### src/verilog/cross_trigger_map.vh
`ifndef CROSS_TRIGGER_MAP_VH
`define CROSS_TRIGGER_MAP_VH

// ==========================================================
// register byte offsets
`define OFS_GLOBAL_CONTROL 12'h000
`define OFS_PERIPH_IDENT_7 12'hfdc
`define OFS_PERIPH_IDENT_0 12'hfe0
`define OFS_PERIPH_IDENT_1 12'hfe4
`define OFS_PERIPH_IDENT_2 12'hfe8
`define OFS_PERIPH_IDENT_3 12'hfec
`define OFS_COMP_IDENT_0 12'hff0
`define OFS_COMP_IDENT_1 12'hff4
`define OFS_COMP_IDENT_2 12'hff8
`define OFS_COMP_IDENT_3 12'hffc

// ==========================================================
// fields and reset values
`define GLOBAL_ENABLE_POS 0
`define GLOBAL_ENABLE_RST 1'b0

// ==========================================================
// bus responses
`define RESP_OKAY 2'b00
`define RESP_SLVERR 2'b10

`endif

### src/verilog/cross_trigger_global_enable.v
// Function
// - control register is readable and writable
// - bit 0 written sets global enable
// - global enable resets to zero
// - disabled means no trigger mapping propagates
`timescale 1ns/1ps
`include "cross_trigger_map.vh"

module cross_trigger_global_enable #(
  parameter WIDTH = 4,
  parameter [7:0] PERIPH_IDENT_7 = 8'h01, // arbitrary value
  parameter [7:0] PERIPH_IDENT_0 = 8'h02, // arbitrary value
  parameter [7:0] PERIPH_IDENT_1 = 8'h03, // arbitrary value
  parameter [7:0] PERIPH_IDENT_2 = 8'h04, // arbitrary value
  parameter [7:0] PERIPH_IDENT_3 = 8'h06, // arbitrary value
  parameter [7:0] COMP_IDENT_0 = 8'h07, // arbitrary value
  parameter [7:0] COMP_IDENT_1 = 8'h08, // arbitrary value
  parameter [7:0] COMP_IDENT_2 = 8'h09, // arbitrary value
  parameter [7:0] COMP_IDENT_3 = 8'h0a // arbitrary value
) (
  input wire aclk, // clock
  input wire aresetn, // synchronous reset, active low
  input wire [11:0] s_axi_awaddr, // write address
  input wire s_axi_awvalid, // write address valid
  output reg s_axi_awready, // write address ready
  input wire [31:0] s_axi_wdata, // write data
  input wire [3:0] s_axi_wstrb, // write strobes
  input wire s_axi_wvalid, // write data valid
  output reg s_axi_wready, // write data ready
  output reg [1:0] s_axi_bresp, // write response
  output reg s_axi_bvalid, // write response valid
  input wire s_axi_bready, // write response ready
  input wire [11:0] s_axi_araddr, // read address
  input wire s_axi_arvalid, // read address valid
  output reg s_axi_arready, // read address ready
  output reg [31:0] s_axi_rdata, // read data
  output reg [1:0] s_axi_rresp, // read response
  output reg s_axi_rvalid, // read valid
  input wire s_axi_rready, // read ready
  input wire [WIDTH-1:0] trig_in, // raw trigger-to-channel events
  input wire [WIDTH-1:0] chan_in, // raw channel-to-trigger events
  output wire [WIDTH-1:0] trig_out_q, // gated trigger-to-channel
  output wire [WIDTH-1:0] chan_out_q, // gated channel-to-trigger
  output reg global_enable_bit_q // global enable
);

  reg aw_held_q;
  reg w_held_q;
  reg [11:0] awaddr_q;
  reg [31:0] wdata_q;
  reg wlane0_q;
  reg global_enable_bit_d;
  reg [31:0] rdata_d;
  reg [1:0] rresp_d;
  wire wr_go;
  wire ar_go;
  wire ctrl_hit;
  wire [11:0] ar_word;

  // ==========================================================
  // address decode
  function mapped;
    input [11:0] a;
    begin
      case (a)
        `OFS_GLOBAL_CONTROL, `OFS_PERIPH_IDENT_7, `OFS_PERIPH_IDENT_0,
        `OFS_PERIPH_IDENT_1, `OFS_PERIPH_IDENT_2, `OFS_PERIPH_IDENT_3,
        `OFS_COMP_IDENT_0, `OFS_COMP_IDENT_1, `OFS_COMP_IDENT_2,
        `OFS_COMP_IDENT_3: mapped = 1'b1;
        default: mapped = 1'b0;
      endcase
    end
  endfunction

  function [31:0] read_word;
    input [11:0] a;
    input en;
    begin
      case (a)
        `OFS_GLOBAL_CONTROL: read_word = {31'h0, en};
        `OFS_PERIPH_IDENT_7: read_word = {24'h0, PERIPH_IDENT_7};
        `OFS_PERIPH_IDENT_0: read_word = {24'h0, PERIPH_IDENT_0};
        `OFS_PERIPH_IDENT_1: read_word = {24'h0, PERIPH_IDENT_1};
        `OFS_PERIPH_IDENT_2: read_word = {24'h0, PERIPH_IDENT_2};
        `OFS_PERIPH_IDENT_3: read_word = {24'h0, PERIPH_IDENT_3};
        `OFS_COMP_IDENT_0: read_word = {24'h0, COMP_IDENT_0};
        `OFS_COMP_IDENT_1: read_word = {24'h0, COMP_IDENT_1};
        `OFS_COMP_IDENT_2: read_word = {24'h0, COMP_IDENT_2};
        `OFS_COMP_IDENT_3: read_word = {24'h0, COMP_IDENT_3};
        default: read_word = 32'h0;
      endcase
    end
  endfunction

  // ==========================================================
  // address alignment and response
  function [11:0] word_addr;
    input [11:0] a;
    begin
      word_addr = {a[11:2], 2'b00};
    end
  endfunction

  function [1:0] resp_for;
    input [11:0] a;
    begin
      resp_for = mapped(a) ? `RESP_OKAY : `RESP_SLVERR;
    end
  endfunction

  // ==========================================================
  // write channel
  // respond only once both halves are held
  assign wr_go = aw_held_q && w_held_q && !s_axi_bvalid;

  always @(posedge aclk) begin
    if (!aresetn) begin
      s_axi_awready <= 1'b1;
      s_axi_wready <= 1'b1;
      aw_held_q <= 1'b0;
      w_held_q <= 1'b0;
      awaddr_q <= 12'h000;
      wdata_q <= 32'h0;
      wlane0_q <= 1'b0;
      s_axi_bvalid <= 1'b0;
      s_axi_bresp <= `RESP_OKAY;
    end else begin
      if (s_axi_awvalid && s_axi_awready) begin
        aw_held_q <= 1'b1;
        awaddr_q <= word_addr(s_axi_awaddr);
        s_axi_awready <= 1'b0;
      end
      if (s_axi_wvalid && s_axi_wready) begin
        w_held_q <= 1'b1;
        wdata_q <= s_axi_wdata;
        wlane0_q <= s_axi_wstrb[0];
        s_axi_wready <= 1'b0;
      end
      if (wr_go) begin
        aw_held_q <= 1'b0;
        w_held_q <= 1'b0;
        s_axi_bvalid <= 1'b1;
        s_axi_bresp <= resp_for(awaddr_q);
      end
      if (s_axi_bvalid && s_axi_bready) begin
        s_axi_bvalid <= 1'b0;
        s_axi_awready <= 1'b1;
        s_axi_wready <= 1'b1;
      end
    end
  end

  // ==========================================================
  // control register
  // only lane 0 carries the enable bit; other lanes are dropped
  assign ctrl_hit = (awaddr_q == `OFS_GLOBAL_CONTROL) && wlane0_q;

  always @* begin
    global_enable_bit_d = global_enable_bit_q;
    if (wr_go && ctrl_hit) begin
      global_enable_bit_d = wdata_q[`GLOBAL_ENABLE_POS];
    end
  end

  always @(posedge aclk) begin
    if (!aresetn) begin
      global_enable_bit_q <= `GLOBAL_ENABLE_RST;
    end else begin
      global_enable_bit_q <= global_enable_bit_d;
    end
  end

  // ==========================================================
  // read channel
  assign ar_go = s_axi_arvalid && s_axi_arready;
  assign ar_word = word_addr(s_axi_araddr);

  // read data only moves when an address is accepted
  always @* begin
    rdata_d = s_axi_rdata;
    rresp_d = s_axi_rresp;
    if (ar_go) begin
      rdata_d = read_word(ar_word, global_enable_bit_q);
      rresp_d = resp_for(ar_word);
    end
  end

  always @(posedge aclk) begin
    if (!aresetn) begin
      s_axi_arready <= 1'b1;
      s_axi_rvalid <= 1'b0;
      s_axi_rdata <= 32'h0;
      s_axi_rresp <= `RESP_OKAY;
    end else begin
      s_axi_rdata <= rdata_d;
      s_axi_rresp <= rresp_d;
      if (ar_go) begin
        s_axi_arready <= 1'b0;
        s_axi_rvalid <= 1'b1;
      end
      if (s_axi_rvalid && s_axi_rready) begin
        s_axi_rvalid <= 1'b0;
        s_axi_arready <= 1'b1;
      end
    end
  end

  // ==========================================================
  // mapping gate
  trigger_gate #(
    .WIDTH(WIDTH)
  ) u_gate (
    .aclk(aclk),
    .aresetn(aresetn),
    .enable(global_enable_bit_q),
    .trig_in(trig_in),
    .chan_in(chan_in),
    .trig_out_q(trig_out_q),
    .chan_out_q(chan_out_q)
  );

endmodule // cross_trigger_global_enable

### src/verilog/trigger_gate.v
`timescale 1ns/1ps
// ==========================================================
// gates trigger and channel paths with the global enable
module trigger_gate #(
  parameter WIDTH = 4
) (
  input wire aclk, // clock
  input wire aresetn, // synchronous reset, active low
  input wire enable, // global enable
  input wire [WIDTH-1:0] trig_in, // raw trigger-to-channel events
  input wire [WIDTH-1:0] chan_in, // raw channel-to-trigger events
  output reg [WIDTH-1:0] trig_out_q, // gated trigger-to-channel
  output reg [WIDTH-1:0] chan_out_q // gated channel-to-trigger
);

  always @(posedge aclk) begin
    if (!aresetn) begin
      trig_out_q <= {WIDTH{1'b0}};
      chan_out_q <= {WIDTH{1'b0}};
    end else begin
      trig_out_q <= enable ? trig_in : {WIDTH{1'b0}};
      chan_out_q <= enable ? chan_in : {WIDTH{1'b0}};
    end
  end

endmodule // trigger_gate
### config.mk
export PLATFORM = sky130hd
export DESIGN_NAME = cross_trigger_global_enable
export DESIGN_NICKNAME = d
export VERILOG_FILES = /design/src/verilog/cross_trigger_global_enable.v /design/src/verilog/trigger_gate.v
export VERILOG_INCLUDE_DIRS = /design/src /design/src/verilog
export SDC_FILE = /design/constraint.sdc
export NUM_CORES = 1
export LEC_CHECK = 0
export BUFFER_PORTS_ARGS = -buffer_cell sky130_fd_sc_hd__buf_4
export CAP_MARGIN = 10
export CORE_MARGIN = 8
export CORE_UTILIZATION = 38
export DETAILED_ROUTE_END_ITERATION = 12
export PLACE_DENSITY = 0.84
export SYNTH_ARGS = -nofsm -noshare
export SYNTH_HDL_FRONTEND = slang
export SYNTH_HIERARCHICAL = 1
export SYNTH_SLANG_ARGS = --single-unit
### constraint.sdc
create_clock -name aclk -period 1.3 [get_ports aclk]
set_input_delay 0.065 -clock aclk [delete_from_list [all_inputs] [get_ports aclk]]
set_output_delay 0.065 -clock aclk [all_outputs]
set_load 0.03 [all_outputs]
== Word-level counts from Yosys, hierarchy flattened ==
Index checks and enable logic that the tools add are counted.

* $add $sub $neg: 0
* Multiply operators: 0
* Divide/modulo/power cells: 0
* Magnitude comparators: 0
* Eq/ne operators: 18
* Shifts and indexed selects: 0
* Muxes and demuxes: 8
* Bitwise logic cells: 1
* Reductions and logical operators: 18

{| class="wikitable"
|+ Operators by type and width
! cell !! count
|-
| 10-bit == test, second input constant || 18
|-
| 4-bit one-hot mux with 10 select lines || 1
|-
| 12-bit zero test || 2
|-
| 10-bit OR reduction || 2
|-
| 1-bit logical AND || 9
|-
| 2-bit OR reduction || 3
|-
| 1-bit two-way mux || 5
|-
| 2-bit two-way mux || 2
|-
| 2-bit AND reduction || 1
|-
| 1-bit zero test || 1
|-
| 1-bit NOT || 1
|}

* Register bits: 64
* Bits in latches: 0
* RAM bits: 0
* ROM bits: 0
* Bits of input ports: 75
* Output and inout bits: 50
* Word-level logic and storage cells: 61
* Memories: 0

== Longest topological paths before layout ==
Gate-level depths: netlist (run 1).

* Word-level depth: 6
* Gate-level depth with buffers: 4
* Gate-level depth less buffers: 4

== Hierarchy ==
The synthesis (run 1) kept the hierarchy.

{| class="wikitable"
|+ Modules (own cells, without submodules)
! module !! times used !! cells an instance !! area an instance (µm²) !! seq. area each (µm²)
|-
| cross_trigger_global_enable || 1 || 162 || 1300.0 || 520.5
|-
| trigger_gate || 1 || 16 || 210.2 || 160.2
|}

== Least setup slack after synthesis (run 1) ==
Ideal clock, no wire load.

* Kind: reg-to-reg
* Start: register s_axi_bvalid
* End: register global_enable_bit_q
* Library setup time: 0.131 ns
* Arrival: 1.061 ns
* Data required time: 1.169 ns
* Slack: 0.108 ns
* Stages on the path, launching flop included: 4
* Buffers on the path: 0
* Period minus slack after synthesis: 1.192 ns
* Path through: dfxtp_1 nand3b_1 o311ai_1 o41ai_1

* Word-level cells in the longest chain between the ends: 3

{| class="wikitable"
|+ RTL lines
! item !! RTL line !! RTL
|-
| start, declared || cross_trigger_global_enable.v:31 || <nowiki>output reg s_axi_bvalid,</nowiki>
|-
| start signal, assigned || cross_trigger_global_enable.v:125 || <nowiki>s_axi_bvalid <= 1'b0;</nowiki>
|-
| start signal, assigned || cross_trigger_global_enable.v:142 || <nowiki>s_axi_bvalid <= 1'b1;</nowiki>
|-
| start signal, assigned || cross_trigger_global_enable.v:146 || <nowiki>s_axi_bvalid <= 1'b0;</nowiki>
|-
| 1-bit zero test || cross_trigger_global_enable.v:114 || <nowiki>assign wr_go = aw_held_q && w_held_q && !s_axi_bvalid;</nowiki>
|-
| 1-bit logical AND || cross_trigger_global_enable.v:114 ||
|-
| 1-bit logical AND || cross_trigger_global_enable.v:160 || <nowiki>if (wr_go && ctrl_hit) begin</nowiki>
|-
| end signal, assigned || cross_trigger_global_enable.v:167 || <nowiki>global_enable_bit_q <= `GLOBAL_ENABLE_RST;</nowiki>
|-
| end signal, assigned || cross_trigger_global_enable.v:169 || <nowiki>global_enable_bit_q <= global_enable_bit_d;</nowiki>
|-
| end, declared || cross_trigger_global_enable.v:44 || <nowiki>output reg global_enable_bit_q</nowiki>
|}

Every way passes these cells.
A chain may end at the register's enable or synchronous reset.

== Worst setup path after layout (run 1) ==
* Start: register awaddr_q[2]
* End: register global_enable_bit_q

* Word-level cells in the longest chain between the ends: 3

{| class="wikitable"
|+ RTL lines
! item !! RTL line !! RTL
|-
| start, declared || cross_trigger_global_enable.v:49 || <nowiki>reg [11:0] awaddr_q;</nowiki>
|-
| start signal, assigned || cross_trigger_global_enable.v:130 || <nowiki>awaddr_q <= word_addr(s_axi_awaddr);</nowiki>
|-
| 12-bit zero test || -- ||
|-
| 1-bit logical AND || cross_trigger_global_enable.v:156 || <nowiki>assign ctrl_hit = (awaddr_q == `OFS_GLOBAL_CONTROL) && wlane0_q;</nowiki>
|-
| 1-bit logical AND || cross_trigger_global_enable.v:160 ||
|}

Every way passes these cells.

==> results of run 1 <==
[state kept, by name, indices dropped and copies added, names as in the netlist]
register,flops
w_held_q,1
wlane0_q,1
s_axi_bresp,1
awaddr_q,10
s_axi_rvalid,1
global_enable_bit_q,1
s_axi_awready,1
wdata_q,1
s_axi_wready,1
u_gate/chan_out_q,4
u_gate/trig_out_q,4
s_axi_rdata,4
s_axi_rresp,1
s_axi_arready,1
aw_held_q,1
s_axi_bvalid,1
[worst register-to-register path, stage by stage (launching register included)]
cell,delay [ns]
dfxtp_1,0.33
nor4_2,0.26
nand3_1,0.18
o311ai_2,0.25
o41ai_1,0.10
[synth_stat cells]
master      n  area share
a32o_1      1      0.0066
nor2_1      8       0.020
mux2i_1     1      0.0066
o31ai_1     2      0.0099
mux2_2      1      0.0075
o311ai_1    1      0.0058
buf_4      30        0.15
clkbuf_1    2      0.0050
nand2b_1    2      0.0083
a21oi_1    19       0.063
buf_2       1      0.0033
and3_1      8       0.033
nand2_1    32       0.080
nand4b_1    1      0.0058
conb_1      1      0.0025
nand4_1     3       0.012
dfxtp_1    34        0.45
a211o_1     1      0.0058
nand3b_1    1      0.0050
nand3_1     7       0.023
a21o_1      1      0.0050
o21ai_0     3      0.0099
a311oi_1    1      0.0058
and2_1      2      0.0083
nor4_1      2      0.0083
a31oi_1     3       0.012
o41ai_1     1      0.0058
nor4_2      2       0.017
inv_1       5       0.012
o2111ai_1   1      0.0058
a221o_1     1      0.0066
[timing repair]
item	4_1_cts	5_1_grt
endpoints found under the hold margin	2	0
hold buffers	2	0
endpoints found under the setup margin	0	1
resized for setup	0	1
buffers inserted	0	0
[how the worst max path moves through the flow]
stage          cells after the start          from             endpoint
2_1_floorplan                      3  s_axi_bvalid  global_enable_bit_q
3_3_place_gp                       4   awaddr_q[5]  global_enable_bit_q
3_5_place_dp                       4   awaddr_q[5]  global_enable_bit_q
4_1_cts                            4   awaddr_q[5]  global_enable_bit_q
5_1_grt                            4   awaddr_q[2]  global_enable_bit_q
6_report                           4   awaddr_q[2]  global_enable_bit_q
[power by group]
| part | internal (mW) | total (mW) | switching, mW |
|---|---|---|---|
| Sequential | 1.09 | 1.12 | 0.0355 |
| Clock | 0.358 | 0.715 | 0.356 |
| Combinational | 0.153 | 0.423 | 0.270 |
[logic make-up after synthesis]
group | after synthesis | share of synthesized area
simple gates | 68 | 0.220
buf+inv | 38 | 0.170
compound gates | 35 | 0.143
flops | 34 | 0.451
mux | 2 | 0.0141
other cells | 1 | 0.00248
[metal layers]
metal / routed length [um] / vias up
met1: 1660 / 606
met3: 287 / 8
met4: 76 / 0
met5: 0 / -
li1: - / 682
met2: 1750 / 58
[area by class of cell]
class	count	area, sq um	area share
multi-input combinational	135	689	0.346
tap	50	62.6	0.0314
sequential	34	681	0.341
clock buffer	5	68.8	0.0345
timing repair buffer	61	463	0.232
inverter	5	18.8	0.00942
clock inverter	2	10.0	0.00502
==> metrics.csv, run 1 <==
stage,metric,value,unit
detailed_routing,ant_nets,0,
layout,area_delta_synth_final,32.0,%
detailed_routing,totalWireLength,3.77,mm
clock_tree,clk_latency,0.28,ns
global_route,busiest_layer,met2,
detailed_routing,avgViaCountPerCell,4.64,
global_route,use_met2,0.191,
synth,ys_warn_count,6,
clock_tree,cts_max_level,2,
timing,setup_ws,0.0682,ns
worst_setup_path,cpPeakStageDelay,0.33,ns
die,pin_count,125,
timing,worst_hold_slack,0.0155,ns
pwr,finalPower,2.26,mW
pwr,cellPowerDensity,1130,mW/mm^2
worst_setup_path,worst-r2r-setup-slack,0.07,ns
layout,final_cells,292,
worst_setup_path,critPathTopFamily,simple AND/OR/NAND/NOR gates,
timing,slew_viol_final,0,
die,core,0.00391,sq mm
layout,fill_cells,397,
worst_setup_path,critical_path_class,flip-flop to flip-flop,
worst_setup_path,crit_path_top_delay_cell,dfxtp_1,
synth,ys_ff_latch,34,
detailed_routing,vias,1354,
detailed_routing,drc,0,
worst_setup_path,r2r_start,awaddr_q[2],
layout,mostFrequentLayoutCells,"59 x buf_4, 34 x dfxtp_1, 32 x nand2_1",
global_route,grt_pass1_wl,5.91,mm
worst_hold_path,hold_end,s_axi_wready,
place,hpwl,2.95,mm
worst_setup_path,worstPathArrival,1.40,ns
detailed_routing,avgRoutedWirePerCell,12.9,um
die,die_w,79.0,um
worst_setup_path,worst-path-max-fanout,3,
clock_tree,cts-root-buf,clkbuf_8,
layout,drive_gt1_frac,0.289,
place,numPortBuffers,56,
die,die_h,79.0,um
clock_tree,cts_inserted_buffers,5,
synth,synth.distinct_cells,31,
layout,mostFrequentLayoutCell,buf_4,
timing,min_period,1.23,ns
run,max-cap-violations,0,
timing,fin_worst_skew,0.00347,ns
global_route,grt_use_met1,0.132,
die,initial_core_util,0.386,
worst_hold_path,whs_path_depth,3,
worst_setup_path,rr_endpoint,global_enable_bit_q,
clock_tree,cts_tree,yes,
run_status,status,completed,
timing,finalCritPeriodShare,0.948,
detailed_routing,drt_iter0_drc,49,
pwr,power_leakage,0.936,nW
timing,fmax,0.812,GHz
timing,rsz0062_at_grt,true,
worst_setup_path,worst_setup_path_start_kind,flip-flop,
timing,setup_viol,0,
pwr,ir_drop,549,uV
clock_tree,path_clk_slew,0.06,ns
clock_tree,cts_sinks,34,
global_route,grt_max_degree,16,
detailed_routing,firstDrtPassIters,5,
global_route,grt-ovfl-total,0,
synth,avgSynthCellArea,8.48,sq um
layout,utilization,0.509,
worst_setup_path,worst_setup_path_end_kind,flip-flop,
worst_setup_path,crit_chain,"nor4_2, nand3_1, o311ai_2, o41ai_1",
layout,nets,317,
place,post_dp_cell_area,0.00189,sq mm
place,gp_congestion,0.846,
global_route,met3_usage,0.0429,
worst_setup_path,crit_buf_inv,0,
synth,netlist_instances,178,
die,die-area,0.00625,sq mm
synth,netlist_area,0.00151,sq mm
worst_hold_path,hold_class,input pin to flip-flop,
synth,yosysSeqAreaShare,0.451,
global_route,grt_pass1_vias,1383,
timing,setup_tns,0,ns
worst_setup_path,required,1.46,ns
layout,stdcell_area,0.00199,sq mm
timing,final-hold-violation-count,0,
place,dpl.cell_count,283,
place,post-place-ws,0.0593,ns
worst_hold_path,worstHoldStart,s_axi_bready,
worst_setup_path,r2r_cells,4,
layout,antenna_cells,0,
die,rows,23,
global_route,antenna_found_initial,0,
global_route,grt_usage,0.119,
clock_tree,clock_path_buffers,2,
(Power assumes the default switching activity.)
==> run 2: changes to the inputs <==
CORE_UTILIZATION = 41   (was 38)
PLACE_DENSITY = 0.89   (was 0.84)
clock period = 1.6 ns   (was 1.3 ns; I/O delays follow)
==> run 2 against run 1 <==
Clock skew is essentially flat. Fmax is essentially flat. Worst setup slack gained 0.30 ns. Sequential power shrank 19%. Global-route usage grew 0.37 points. Via count shrank 1.9%. Clock power is essentially flat. Hold slack gained 0.0017 ns. Wire length shrank 6.6%. Die area shrank 5.9%. Utilization grew 4.2 points. Final area shrank 0.19%. Highest routed layer unchanged.
==> metrics.csv, run 2 (same netlist as run 1, synthesis figures left out) <==
stage,metric,value,unit,change
run_status,status,completed,,
clock_tree,cts_max_level,2,,unchanged
die,core,0.00361,sq mm,-7.9%
worst_setup_path,worst-path-max-fanout,3,,unchanged
timing,rsz0062_at_grt,false,,
clock_tree,cts_inserted_buffers,5,,unchanged
timing,min_period,1.23,ns,+0.000497 ns
place,hpwl,2.81,mm,-4.9%
layout,utilization,0.552,,+0.0424
pwr,power_leakage,0.936,nW,about the same
run,max-cap-violations,0,,unchanged
die,die_h,76.7,um,-3.0%
timing,fin_worst_skew,0.00348,ns,+0.0000123 ns
die,die-area,0.00588,sq mm,-5.9%
timing,finalCritPeriodShare,0.770,,-0.177
layout,stdcell_area,0.00199,sq mm,-0.19%
pwr,p_int,1.44,mW,-10%
clock_tree,cts-root-buf,clkbuf_8,,
die,initial_core_util,0.419,,+0.0329
place,post_dp_cell_area,0.00187,sq mm,-0.93%
clock_tree,path_clk_slew,0.06,ns,about the same
layout,multiInputGateArea,682,sq um,-1.1%
pwr,seqPwrFrac,0.465,,-0.032
global_route,grt_usage,0.123,,+0.00366
timing,slew_viol_final,0,,unchanged
timing,setup_viol,0,,unchanged
layout,mostFrequentLayoutCells,"57 x buf_4, 34 x dfxtp_1, 32 x nand2_1",,
layout,antenna_cells,0,,unchanged
layout,regMostFlops,awaddr_q,,
clock_tree,cts_tree,yes,,
pwr,ir_drop,524,uV,-4.7%
layout,fill_cells,359,,-9.6%
global_route,grt_pass1_wl,6.04,mm,+2.2%
die,rows,22,,-4.3%
pwr,finalPower,1.96,mW,-13%
worst_setup_path,crit_chain,"nor4_2, nand3_1, o311ai_1, o41ai_1",,
layout,area_delta_synth_final,31.7,%,
detailed_routing,firstDrtPassIters,4,,-1
pwr,switching_share,0.268,,-0.0252
pwr,cellPowerDensity,986,mW/mm^2,-13%
global_route,grt_max_degree,16,,unchanged
worst_setup_path,crit_path_top_delay_cell,dfxtp_1,,
detailed_routing,drt_iter0_drc,71,,+45%
pwr,p_sw,525,uW,-21%
pwr,clkPwrFrac,0.364,,+0.048
timing,fmax,0.811,GHz,about the same
global_route,grt-ovfl-total,0,,unchanged
detailed_routing,totalWireLength,3.52,mm,-6.6%
place,gp_congestion,0.849,,+0.32%
layout,largest_reg_flops,10,,unchanged
layout,mostFrequentLayoutCell,buf_4,,
worst_setup_path,cpPeakStageDelay,0.33,ns,about the same
layout,nets,314,,-0.95%
die,die_w,76.7,um,-3.0%
clock_tree,cts_sinks,34,,unchanged
worst_hold_path,hold_class,input pin to flip-flop,,
clock_tree,clk_latency,0.28,ns,about the same
worst_setup_path,critical_path_class,flip-flop to flip-flop,,
detailed_routing,avgViaCountPerCell,4.61,,-0.56%
global_route,antenna_found_initial,0,,unchanged
global_route,grt_pass1_vias,1331,,-3.8%
worst_setup_path,required,1.75,ns,+0.29 ns
detailed_routing,avgRoutedWirePerCell,12.2,um,-5.3%
timing,setup_tns,0,ns,unchanged
layout,drive_gt1_frac,0.283,,-0.00592
detailed_routing,ant_nets,0,,unchanged
clock_tree,ctsResizeCount,0,,unchanged
worst_setup_path,worstPathArrival,1.39,ns,about the same
place,numPortBuffers,56,,unchanged
detailed_routing,vias,1328,,-1.9%
timing,final-hold-violation-count,0,,unchanged
clock_tree,clock_path_buffers,2,,unchanged
layout,regArea,681,sq um,unchanged
pwr,p_comb_frac,0.171,,-0.016
worst_setup_path,worst_setup_path_end_kind,flip-flop,,
die,pin_count,125,,unchanged
worst_setup_path,worst_setup_path_start_kind,flip-flop,,
detailed_routing,drc,0,,unchanged
## run 2: cell type report
cell class              count  area share
inverters                   5     0.00943
repair buffers             58       0.220
multi-input cells         135       0.343
clock buffers               8      0.0553
flip-flops and latches     34       0.342
well taps                  48      0.0302
## run 2: stage by stage
stage / setup WS, ns / hold slack [ns] / cells
final: 0.368 / 0.0172 / 288
after global routing: 0.239 / 0.0203 / 288
after floorplan: 0.408 / 0.180 / 207
after detailed placement: 0.369 / 0.293 / 279
after CTS: 0.362 / 0.0104 / 288
after global placement: 0.388 / 0.282 / 279
## run 2: repair_timing
item,CTS,global route
hold buffers,1,0
buffers inserted,0,0
endpoints found under the hold margin,1,0
## run 2: worst max-delay path: cells and delay by family, from the launching register on
kind | cells | cell delay, ns
DFF | 1 | 0.33
AOI/OAI and AO/OA | 2 | 0.36
and+or+nand+nor | 2 | 0.42
## run 2: per-layer routing
layer  up-vias  GRT usage  routed length (um)
li1        683          -                   -
met1       587      0.137                1550
met2        53      0.195                1610
met3         5     0.0536                 309
met4         0     0.0577                  51
met5         -          0                   0
## run 2: path summary, 6_finish.rpt
kind              cells past startpoint           start  slack [ns]             endpoint
setup reg to reg                      4     awaddr_q[5]        0.37  global_enable_bit_q
hold / removal                        2    s_axi_wvalid        0.02         s_axi_wready
setup / recovery                      4     awaddr_q[5]        0.37  global_enable_bit_q
hold reg to reg                       2  s_axi_rdata[2]        0.46       s_axi_rdata[2]
## run 2: power by group through the flow
stage,Combinational (mW),Sequential (mW),Clock (mW)
floorplan,0.240,0.952,0
global placement,0.328,0.929,0
detailed placement,0.332,0.930,0
CTS,0.334,0.912,0.736
global route,0.368,0.916,0.783
finish,0.335,0.912,0.715
